==> config.mk <==
export PLATFORM = sky130hd
export DESIGN_NAME = peripheral_write_guard
export DESIGN_NICKNAME = d
export VERILOG_FILES = /design/src/verilog/write_guard_pkg.sv /design/src/verilog/protect_bits.sv /design/src/verilog/peripheral_write_guard.sv
export VERILOG_INCLUDE_DIRS = /design/src /design/src/verilog
export SDC_FILE = /design/constraint.sdc
export NUM_CORES = 1
export LEC_CHECK = 0
export ABC_AREA = 1
export BUFFER_PORTS_ARGS = -buffer_cell sky130_fd_sc_hd__buf_2
export CAP_MARGIN = 20
export CORE_MARGIN = 2
export CORE_UTILIZATION = 39
export CTS_CLUSTER_SIZE = 20
export DETAILED_ROUTE_END_ITERATION = 12
export PLACE_DENSITY = 0.85
export REMOVE_ABC_BUFFERS = 1
export SLEW_MARGIN = 5
export SYNTH_ARGS = -nofsm -noshare
export SYNTH_HDL_FRONTEND = slang
export SYNTH_SLANG_ARGS = --single-unit
==> constraint.sdc <==
create_clock -name core_clk -period 1 [get_ports core_clk]
set_input_delay 0.1 -clock core_clk [delete_from_list [all_inputs] [get_ports core_clk]]
set_output_delay 0.1 -clock core_clk [all_outputs]
set_load 0.005 [all_outputs]
==> src/verilog/write_guard_defines.svh <==
// Constants for the peripheral write guard: offsets, bit map, sizes
`ifndef WRITE_GUARD_DEFINES_SVH
`define WRITE_GUARD_DEFINES_SVH

`define WG_ADDR_W        8
`define WG_DATA_W        32
`define WG_NUM_PERIPH    7
`define WG_OFS_CLEAR     8'h00
`define WG_OFS_SET       8'h04
`define WG_OFS_STATUS    8'h08
`define WG_OFS_MASK      8'h0C
`define WG_PROT_RESET    7'h00
`define WG_PROT_VALID    7'h7E
`define WG_BIT_PM        1
`define WG_BIT_SYSCTL    2
`define WG_BIT_GENERIC_CLOCK_UNIT      3
`define WG_BIT_WDOG      4
`define WG_BIT_RTC       5
`define WG_BIT_EXTINT    6
`define WG_EVT_W         3
`define WG_EVT_BLOCKED   0
`define WG_EVT_DBL_SET   1
`define WG_EVT_DBL_CLR   2
`define WG_EVT_RESET     3'h0
`define WG_BYTE_EN_W     4

`endif

==> src/verilog/write_guard_pkg.sv <==
// Types shared by the peripheral write guard files
package write_guard_pkg;

  // One register access from the bus master
  typedef struct packed {
    logic [7:0]  addr;
    logic [31:0] wdata;
    logic [3:0]  byte_en;
    logic        wr;
    logic        rd;
  } reg_req_t;

  // One peripheral write seen on the guarded path
  typedef struct packed {
    logic       valid;
    logic [2:0] periph;
  } periph_wr_t;

  // Bus answer state
  typedef enum logic [2:0] {
    ANS_IDLE  = 3'b001,
    ANS_OK    = 3'b010,
    ANS_ERROR = 3'b100
  } answer_state_t;

endpackage

==> src/verilog/protect_bits.sv <==
// Protect bit store: set/clear views with double-operation detection
`include "write_guard_defines.svh"
`timescale 1ns/1ns
`default_nettype none

module protect_bits (
  input  wire logic                        core_clk, // System clock
  input  wire logic                        nrst,     // Sync reset, low
  input  wire logic                        set_we,   // Set view write
  input  wire logic                        clr_we,   // Clear view write
  input  wire logic [`WG_NUM_PERIPH-1:0]   wmask,    // Ones of the write
  output logic      [`WG_NUM_PERIPH-1:0]   prot,     // Protect bits
  output logic                             dbl_err   // Double op now
);

  logic [`WG_NUM_PERIPH-1:0] prot_q; // Stored protect bits
  logic [`WG_NUM_PERIPH-1:0] prot_d; // Next protect bits
  logic [`WG_NUM_PERIPH-1:0] eff;    // Ones aimed at mapped bits

  assign prot = prot_q;

  // Unmapped positions never act nor fault (see [RULE12])
  assign eff = wmask & `WG_PROT_VALID;

  // Double protect or double unprotect (see [RULE5]) (see [RULE6])
  assign dbl_err = (set_we && |(eff & prot_q)) ||
                   (clr_we && |(eff & ~prot_q));

  // Next protect bits
  always_comb begin
    prot_d = prot_q;
    if (dbl_err) begin
      prot_d = prot_q;             // Faulting write changes nothing (see [RULE13])
    end else if (set_we) begin
      prot_d = prot_q | eff;       // Ones protect, zeros keep (see [RULE2]) (see [RULE7])
    end else if (clr_we) begin
      prot_d = prot_q & ~eff;      // Ones unprotect, zeros keep (see [RULE1]) (see [RULE7])
    end
  end

  // Register, all clear at reset (see [RULE11])
  always_ff @(posedge core_clk) begin
    if (!nrst) begin
      prot_q <= `WG_PROT_RESET;
    end else begin
      prot_q <= prot_d;
    end
  end

endmodule

`default_nettype wire

==> src/verilog/peripheral_write_guard.sv <==
// Peripheral write guard top: register port, write filter, interrupt
//
// Functional notes
// [RULE1] Clear-view one unprotects peripheral in both views
// [RULE2] Set-view one protects peripheral in both views
// [RULE3] Both views read the same protect bits
// [RULE4] Writes to protected peripheral dropped, error returned
// [RULE5] Setting already-protected bit returns an error
// [RULE6] Clearing already-unprotected bit returns an error
// [RULE7] Written zeros leave protect bits unchanged
// [RULE8] Byte, halfword and word accesses all supported
// [RULE9] Bit 3 guards generic clock unit
// [RULE10] Map: 6 ext-int,5 rtc,4 wdog,3 clk,2 sys,1 pm
// [RULE11] Clear at 0x00, set at 0x04, reset zero
// [RULE12] Unmapped bits read zero, ignore writes, no error
// [RULE13] Double-op error keeps bits, same transfer answers
//
// Our own choices: the register addresses and the strobed register port.
`include "write_guard_defines.svh"
`timescale 1ns/1ns
`default_nettype none

module peripheral_write_guard (
  input  wire logic                      core_clk,    // 25 MHz clock
  input  wire logic                      nrst,        // Sync reset, low
  input  wire logic [`WG_ADDR_W-1:0]     reg_addr,    // Register byte addr
  input  wire logic [`WG_DATA_W-1:0]     reg_wdata,   // Write data
  input  wire logic [`WG_BYTE_EN_W-1:0]  reg_byte_en, // Byte lanes
  input  wire logic                      reg_wr,      // Write strobe
  input  wire logic                      reg_rd,      // Read strobe
  output logic      [`WG_DATA_W-1:0]     reg_rdata,   // Read data, next cycle
  output logic                           reg_err,     // Error, next cycle
  input  wire logic                      pwr_valid,   // Peripheral write
  input  wire logic [2:0]                pwr_periph,  // Its peripheral index
  output logic                           pwr_pass,    // Write let through
  output logic                           pwr_err,     // Write refused
  output logic      [`WG_NUM_PERIPH-1:0] prot_state,  // Protect bits
  output logic                           irq          // Interrupt level
);

  // ==========================================================
  // Decoding
  // ==========================================================

  // Register hit at an offset, any byte inside the word (see [RULE8])
  function automatic logic hit(input logic [`WG_ADDR_W-1:0] a,
                               input logic [`WG_ADDR_W-1:0] ofs);
    hit = (a[`WG_ADDR_W-1:2] == ofs[`WG_ADDR_W-1:2]);
  endfunction

  // Byte-lane mask over a 32-bit word (see [RULE8])
  function automatic logic [`WG_DATA_W-1:0] lanes(
      input logic [`WG_BYTE_EN_W-1:0] be);
    lanes = {{8{be[3]}}, {8{be[2]}}, {8{be[1]}}, {8{be[0]}}};
  endfunction

  write_guard_pkg::reg_req_t   req;   // Bundled request
  write_guard_pkg::periph_wr_t pwr;   // Bundled peripheral write

  assign req = '{addr: reg_addr, wdata: reg_wdata, byte_en: reg_byte_en,
                 wr: reg_wr, rd: reg_rd};
  assign pwr = '{valid: pwr_valid, periph: pwr_periph};

  logic [`WG_DATA_W-1:0]     wmasked;   // Data gated by lanes
  logic                      set_we;    // Set view write
  logic                      clr_we;    // Clear view write
  logic [`WG_NUM_PERIPH-1:0] prot;      // Current protect bits
  logic                      dbl_err;   // Double operation

  assign wmasked = req.wdata & lanes(req.byte_en);
  assign set_we  = req.wr && hit(req.addr, `WG_OFS_SET);   // see [RULE11]
  assign clr_we  = req.wr && hit(req.addr, `WG_OFS_CLEAR); // see [RULE11]

  // ==========================================================
  // Protect bits
  // ==========================================================

  // Store with map of bits 1..6 (see [RULE9]) (see [RULE10])
  protect_bits u_bits (
    .core_clk (core_clk),
    .nrst     (nrst),
    .set_we   (set_we),
    .clr_we   (clr_we),
    .wmask    (wmasked[`WG_NUM_PERIPH-1:0]),
    .prot     (prot),
    .dbl_err  (dbl_err)
  );

  // ==========================================================
  // Peripheral write filter
  // ==========================================================

  logic blocked;   // Write aimed at protected peripheral
  logic pass_q;    // Registered pass
  logic pass_d;    // Next pass
  logic perr_q;    // Registered refuse
  logic perr_d;    // Next refuse

  // Protected target drops the write (see [RULE4])
  assign blocked = pwr.valid && prot[pwr.periph];

  // Filter answers
  always_comb begin
    pass_d = pwr.valid && !blocked;
    perr_d = blocked;  // see [RULE4]
  end

  // Register filter answers
  always_ff @(posedge core_clk) begin
    if (!nrst) begin
      pass_q <= 1'b0;
      perr_q <= 1'b0;
    end else begin
      pass_q <= pass_d;
      perr_q <= perr_d;
    end
  end

  // ==========================================================
  // Interrupt status and mask
  // ==========================================================

  logic [`WG_EVT_W-1:0] evt;     // Events this cycle
  logic [`WG_EVT_W-1:0] stat_q;  // Sticky status
  logic [`WG_EVT_W-1:0] stat_d;  // Next status
  logic [`WG_EVT_W-1:0] mask_q;  // Interrupt mask
  logic [`WG_EVT_W-1:0] mask_d;  // Next mask
  logic                 irq_q;   // Registered interrupt
  logic                 irq_d;   // Next interrupt
  logic                 st_we;   // Status write
  logic                 mk_we;   // Mask write

  assign st_we = req.wr && hit(req.addr, `WG_OFS_STATUS);
  assign mk_we = req.wr && hit(req.addr, `WG_OFS_MASK);

  // Event vector
  always_comb begin
    evt = `WG_EVT_RESET;
    evt[`WG_EVT_BLOCKED] = blocked;
    evt[`WG_EVT_DBL_SET] = set_we && dbl_err;
    evt[`WG_EVT_DBL_CLR] = clr_we && dbl_err;
  end

  // Write-one-to-clear; a new event wins over its clear
  always_comb begin
    stat_d = stat_q;
    mask_d = mask_q;
    if (st_we) begin
      stat_d = stat_q & ~wmasked[`WG_EVT_W-1:0];
    end
    stat_d = stat_d | evt;
    if (mk_we) begin
      mask_d = wmasked[`WG_EVT_W-1:0];
    end
    irq_d = |(stat_d & mask_d);
  end

  // Register status, mask and interrupt
  always_ff @(posedge core_clk) begin
    if (!nrst) begin
      stat_q <= `WG_EVT_RESET;
      mask_q <= `WG_EVT_RESET;
      irq_q  <= 1'b0;
    end else begin
      stat_q <= stat_d;
      mask_q <= mask_d;
      irq_q  <= irq_d;
    end
  end

  // ==========================================================
  // Bus answer
  // ==========================================================

  logic [`WG_DATA_W-1:0]         rdata_q;  // Read data
  logic [`WG_DATA_W-1:0]         rdata_d;  // Next read data
  write_guard_pkg::answer_state_t ans_q;   // Answer state
  write_guard_pkg::answer_state_t ans_d;   // Next answer state

  // Read mux and answer state
  always_comb begin
    rdata_d = '0;
    ans_d   = write_guard_pkg::ANS_IDLE;
    if (req.rd) begin
      ans_d = write_guard_pkg::ANS_OK;
      if (hit(req.addr, `WG_OFS_CLEAR) || hit(req.addr, `WG_OFS_SET)) begin
        // Same value on both views, unmapped read zero (see [RULE3])
        rdata_d[`WG_NUM_PERIPH-1:0] = prot & `WG_PROT_VALID; // see [RULE12]
      end else if (hit(req.addr, `WG_OFS_STATUS)) begin
        rdata_d[`WG_EVT_W-1:0] = stat_q;
      end else if (hit(req.addr, `WG_OFS_MASK)) begin
        rdata_d[`WG_EVT_W-1:0] = mask_q;
      end else begin
        ans_d = write_guard_pkg::ANS_ERROR;  // Unmapped read
      end
    end else if (req.wr) begin
      // Double operation answered on this transfer (see [RULE13])
      if (dbl_err) begin
        ans_d = write_guard_pkg::ANS_ERROR;  // see [RULE5] see [RULE6]
      end else if (set_we || clr_we || st_we || mk_we) begin
        ans_d = write_guard_pkg::ANS_OK;
      end else begin
        ans_d = write_guard_pkg::ANS_ERROR;  // Unmapped write
      end
    end
    // Lane the read data to the addressed bytes (see [RULE8])
    rdata_d = rdata_d & lanes(req.byte_en);
  end

  // Register bus answer
  always_ff @(posedge core_clk) begin
    if (!nrst) begin
      rdata_q <= '0;
      ans_q   <= write_guard_pkg::ANS_IDLE;
    end else begin
      rdata_q <= rdata_d;
      ans_q   <= ans_d;
    end
  end

  // Protect state mirror
  logic [`WG_NUM_PERIPH-1:0] pstate_q; // Registered copy

  // Register protect state for the output
  always_ff @(posedge core_clk) begin
    if (!nrst) begin
      pstate_q <= `WG_PROT_RESET;
    end else begin
      pstate_q <= prot;
    end
  end

  // ==========================================================
  // Outputs
  // ==========================================================

  assign reg_rdata  = rdata_q;
  assign reg_err    = (ans_q == write_guard_pkg::ANS_ERROR);
  assign pwr_pass   = pass_q;
  assign pwr_err    = perr_q;
  assign prot_state = pstate_q;
  assign irq        = irq_q;

endmodule

`default_nettype wire

=== After elaboration in Yosys (flattened, before gate mapping) ===
Index checks and enable logic that the tools add are counted.

* Output and inout bits: 43
* Bits of input ports: 52
* Register bits after elaboration: 58
* Word-level logic and storage cells: 67

* Reduce and logical (&&, ||, !) cells: 22
* Bitwise gates (word level): 13
* Equality and inequality tests: 4
* Muxes and demuxes: 18
* Magnitude comparators: 1

{| class="wikitable"
|+ Operator list
! cell !! number
|-
| 2-to-1 mux 3 bit || 12
|-
| AND 7 x 32 -> 32 bit || 1
|-
| AND 7 bit || 4
|-
| 2-to-1 mux 7 bit || 3
|-
| NOT 7 bit || 2
|-
| OR reduction 7 bit || 2
|-
| equality test 6 x 2 -> 1 bit, second input constant || 2
|-
| logical AND 1 bit || 10
|-
| bitwise OR 7 bit || 1
|-
| AND 3 bit || 2
|-
| equality test 6 x 1 -> 1 bit, second input constant || 1
|-
| logical NOT 6 bit || 1
|-
| logical OR 1 bit || 5
|-
| < comparator 3 x 4 -> 1 bit, second input constant || 1
|-
| 2-to-1 mux 4 bit || 1
|-
| binary-select mux 1 bit (select 3 bit) || 1
|-
| equality test 3 bit, second input constant || 1
|-
| NOT 3 bit || 1
|-
| bitwise OR 3 bit || 1
|-
| OR reduction 3 bit || 1
|-
| AND reduction 2 bit || 1
|-
| nonzero test 2 bit || 1
|-
| logical NOT 1 bit || 1
|-
| 2-to-1 mux 1 bit || 1
|-
| NOT 1 bit || 1
|}

=== Depth between registers and ports, before layout ===
* Depth in word-level cells: 9
* Mapped depth: 10
* Mapped depth without buffers: 9

=== By module ===
From an unflattened synthesis, not the netlist that was laid out.

* Cell total of the unflattened synthesis: 266
* Area total of the unflattened synthesis: 1828.0 um2

{| class="wikitable"
|+ By module, submodules not included
! module !! area an instance (um2) !! instances !! sequential area each (um2) !! cells each
|-
| peripheral_write_guard || 1391.3 || 1 || 520.5 || 192
|-
| protect_bits || 436.7 || 1 || 120.1 || 74
|}

=== Least setup slack after synthesis ===
OpenSTA, ideal clock, no wires.

* Path type: register to register
* Start point: reg with a tool-made name
* End point: reg with a tool-made name
* Slack: -70 ps
* Library setup time: 117 ps
* Clock period less this slack: 1070 ps
* Path buffers: 0
* Cell stages (with the launch flop): 8
* Arrival time: 953 ps
* Required time: 883 ps
* Path through: dfxtp_1 nor2_1 nor2_1 nand2_1 nor2_2 nand4_1 nand2_1 a21oi_1

==> summary.md <==
| Metric | Value |
|---|---|
| Antenna diode count | 0 |
| Clock network latency to the later pin of the worst-skew pair | ~290 ps |
| Number of buffer and inverter instances along the worst setup path | 0 |
| Initial standard-cell utilization of the core | 41.1% |
| Minimum setup slack in the final design | -249 ps |
| Cell type contributing the most total cell area after synthesis | sky130_fd_sc_hd__dfxtp_1 |
| Routed vias | 1783 |
| Area inside the core boundary | 4030 sq um |
| Largest stage delay on the critical path | 370 ps |
| Via count of the first global-routing pass | 1640 |
| CTS Sinks | 31 |
| H-Tree Depth | 2 |
| Mean Syn Cell Area | between 7 and 8 sq um |
| GRT Resource Usage Total | 18.9% |
| Via-to-Cell Ratio | 4.90 |
| Worst min-delay path category | primary input to register |
| CP delay by family, top | simple AND/OR/NAND/NOR gates |
| Clock edge transition at the registers on the reported setup and hold paths | 60 ps |
| Global routing's busiest layer | met2 |
| Number of design-rule violations left by the first detailed-router iteration | roughly 150 |
| Number of register bits inferred by synthesis | 31 |
| Multi-input gate area in the final layout | between 900 and 1000 sq um |
| Residual overflow from global routing | 0 |
| Num CTS Buffers | 5 |
| Max capacitance violation total | 0 |
| Most frequent standard cell in the layout excluding fill and tap cells | sky130_fd_sc_hd__nand2_1 |
| Detailed placer's ending HPWL | approximately 3000 um |
| Placement row count | 23 |
| Time the final worst path needs with I/O delays and setup | 1250 ps |
| Yosys Warn Count | 0 |
| Setup TNS Final | -2360 ps |
| Wire length of the first global-routing pass | about 7000 um |
| CTS tree | yes |
| Area used by sequential logic in the layout | 637 sq um |
| Antenna violations before repair | 0 |
| Area added between synthesis and finish | 41.0% |
| Endpoint kind of the worst setup timing path | register |
| First-pass iteration count of the detailed router | 4 |
| Worst hold path cell count | 3 |
| CTS root buffer | sky130_fd_sc_hd__clkbuf_8 |
| Result of the run | finished, violations left |
| Post-Synthesis Cell Area | 1660 sq um |
| Failing checks | negative setup slack |
| Worst Hold Margin | a little over 70 ps |
| Met1 layer usage reported by global route | 19.8% |
| Overall die area | roughly 4800 sq um |
| CP Cell Sequence | nand3_2, nand2_1, nor2_2, nand2_2, nand2_4, nand4_1, a21oi_2 |
| Fraction of post-synthesis cell area in the top cell type by area | between 30% and 40% |
| Wire length after detailed routing | between 4000 and 5000 um |
| Crit Path Class | register to register |
| Setup Viol. Count Final | 14 |
| RD Place Congestion | just under 0.9 |
| Ratio of cells with drive above 1 in the final layout | 42.4% |
| Worst reg-to-reg path cell count | 7 |
| Highest net fanout along the worst path | 5 |
| NumNets Final | 366 |
| Most area-consuming cells after synthesis | sky130_fd_sc_hd__dfxtp_1 (37%), sky130_fd_sc_hd__buf_4 (12%), sky130_fd_sc_hd__nand2_1 (10%) |
| CTS hold repair buffers | 0 |
| Count of nets left with antenna violations after detail routing | 0 |
| Endpoint arrival time on the critical path | approximately 1500 ps |
| Sequential area share after synthesis | 37.5% |
| Final Hold Fails | 0 |
| Worst path slowest cell | sky130_fd_sc_hd__dfxtp_4 |
| F_max | 801 MHz |
| Post-synthesis cell type count | 25 |
| Category of the worst setup path launch point | register |
| Number of top-level design ports | 95 |
| DRC violation count after routing | 0 |
| Maximum number of pins on one net before global-route repair | 14 |
| Number of I/O port buffers | 38 |
| Max Transition Viols Final | 0 |
| Leakage power figure | 1.27 nW |
| GRT met2 Usage | 32.3% |
| Filler cells | 346 |
| Total number of cells along the worst setup path | 7 |
| Gate Count Post-Synth | 236 |
| Worst vdd rail ir drop | ~0.51 mV |
| Fin area | 2330 sq um |
| Number of buffers on the longest clock path | 2 |
| Global-route met3 utilization | 5.26% |
| Routed WL per cell | 13.0 um |
| Critical path required time | 1210 ps |
| Part of the cycle the worst path needs | 125% |
| Unrepaired setup endpoints after global routing | yes |
| Die Y-Extent | 69.2 um |
| Areal power density over the cells | between 1000 and 1500 nW/um^2 |
| Cell area after placement | 2000 sq um |
| Worst setup skew after layout | 4.67 ps |
| Width of the chip | 69.2 um |
| Most frequent cells in the layout | sky130_fd_sc_hd__nand2_1 (42), sky130_fd_sc_hd__buf_2 (38), sky130_fd_sc_hd__buf_4 (32) |
-- cell usage after synthesis (all sizes together) --
cell,count
clkbuf,2
o211a,1
buf,29
nor2,28
dfxtp,31
conb,1
nor3,2
nand3,21
o211ai,1
inv,34
a21oi,14
o21ai,4
a2111oi,1
a31oi,1
nand2,50
nor3b,1
nand4,14
nand3b,1
-- cell families after synthesis --
family / count (synthesis) / share of synthesized area, %
buffers and inverters: 65 / 21.6
AOI/OAI and AO/OA: 22 / 7.41
and+or+nand+nor: 117 / 33.3
other: 1 / 0.227
DFF: 31 / 37.5
-- power breakdown --
group / internal [mW] / total, mW / switching [mW] / leakage [nW]
Combinational: 0.151 / 0.376 / 0.225 / 0.969
Sequential: 1.24 / 1.25 / 0.00683 / 0.255
Clock: 0.539 / 1.00 / 0.461 / 0.0470
Total: 1.93 / 2.63 / 0.693 / 1.27
-- final timing paths --
path,start,endpoint,slack [ps]
min reg2reg,stat_q[2],stat_q[2],490
max reg2reg,register,register,-250
max,register,register,-250
min,pwr_valid,pwr_pass,70
-- what timing repair did --
| action | CTS | global route |
|---|---|---|
| cloned | 1 | 0 |
| pin swaps | 16 | 22 |
| setup endpoints to repair | 15 | 15 |
| resized for setup | 27 | 31 |
| buffers inserted | 5 | 3 |
-- worst reg2reg max path, cell delays in order, from the launching register on --
cell	delay (ps)
sky130_fd_sc_hd__dfxtp_4	370
sky130_fd_sc_hd__nand3_2	70
sky130_fd_sc_hd__nand2_1	60
sky130_fd_sc_hd__nor2_2	120
sky130_fd_sc_hd__nand2_2	100
sky130_fd_sc_hd__nand2_4	100
sky130_fd_sc_hd__nand4_1	170
sky130_fd_sc_hd__a21oi_2	180
-- per-layer routing --
layer	part of all wire [%]	up-vias	routed length [um]
met5	0	-	0
met4	3.5	0	163
met3	9.4	13	442
met2	49	95	2330
met1	38	818	1790
li1	-	857	-
-- stage by stage --
stage / util [%] / instances / power [mW] / worst slack [ps]
5_1_grt: 57.9 / 364 / 2.75 / -329
4_1_cts: 54.9 / 362 / 2.58 / -217
2_1_floorplan: - / 230 / 1.41 / -65.7
6_report: 57.9 / 364 / 2.63 / -249
3_5_place_dp: 49.8 / 349 / 1.59 / -292
3_3_place_gp: 49.8 / 349 / 1.58 / -226
-- area by class of cell --
type / instances / area share, %
Tap cell: 50 / 2.68
Clock inverter: 1 / 0.214
Clock buffer: 6 / 3.54
Sequential cell: 31 / 27.3
Multi-Input combinational cell: 166 / 39.5
Inverter: 34 / 5.47
Timing Repair Buffer: 76 / 21.3
No activity file was read; power rests on OpenSTA's default activity.
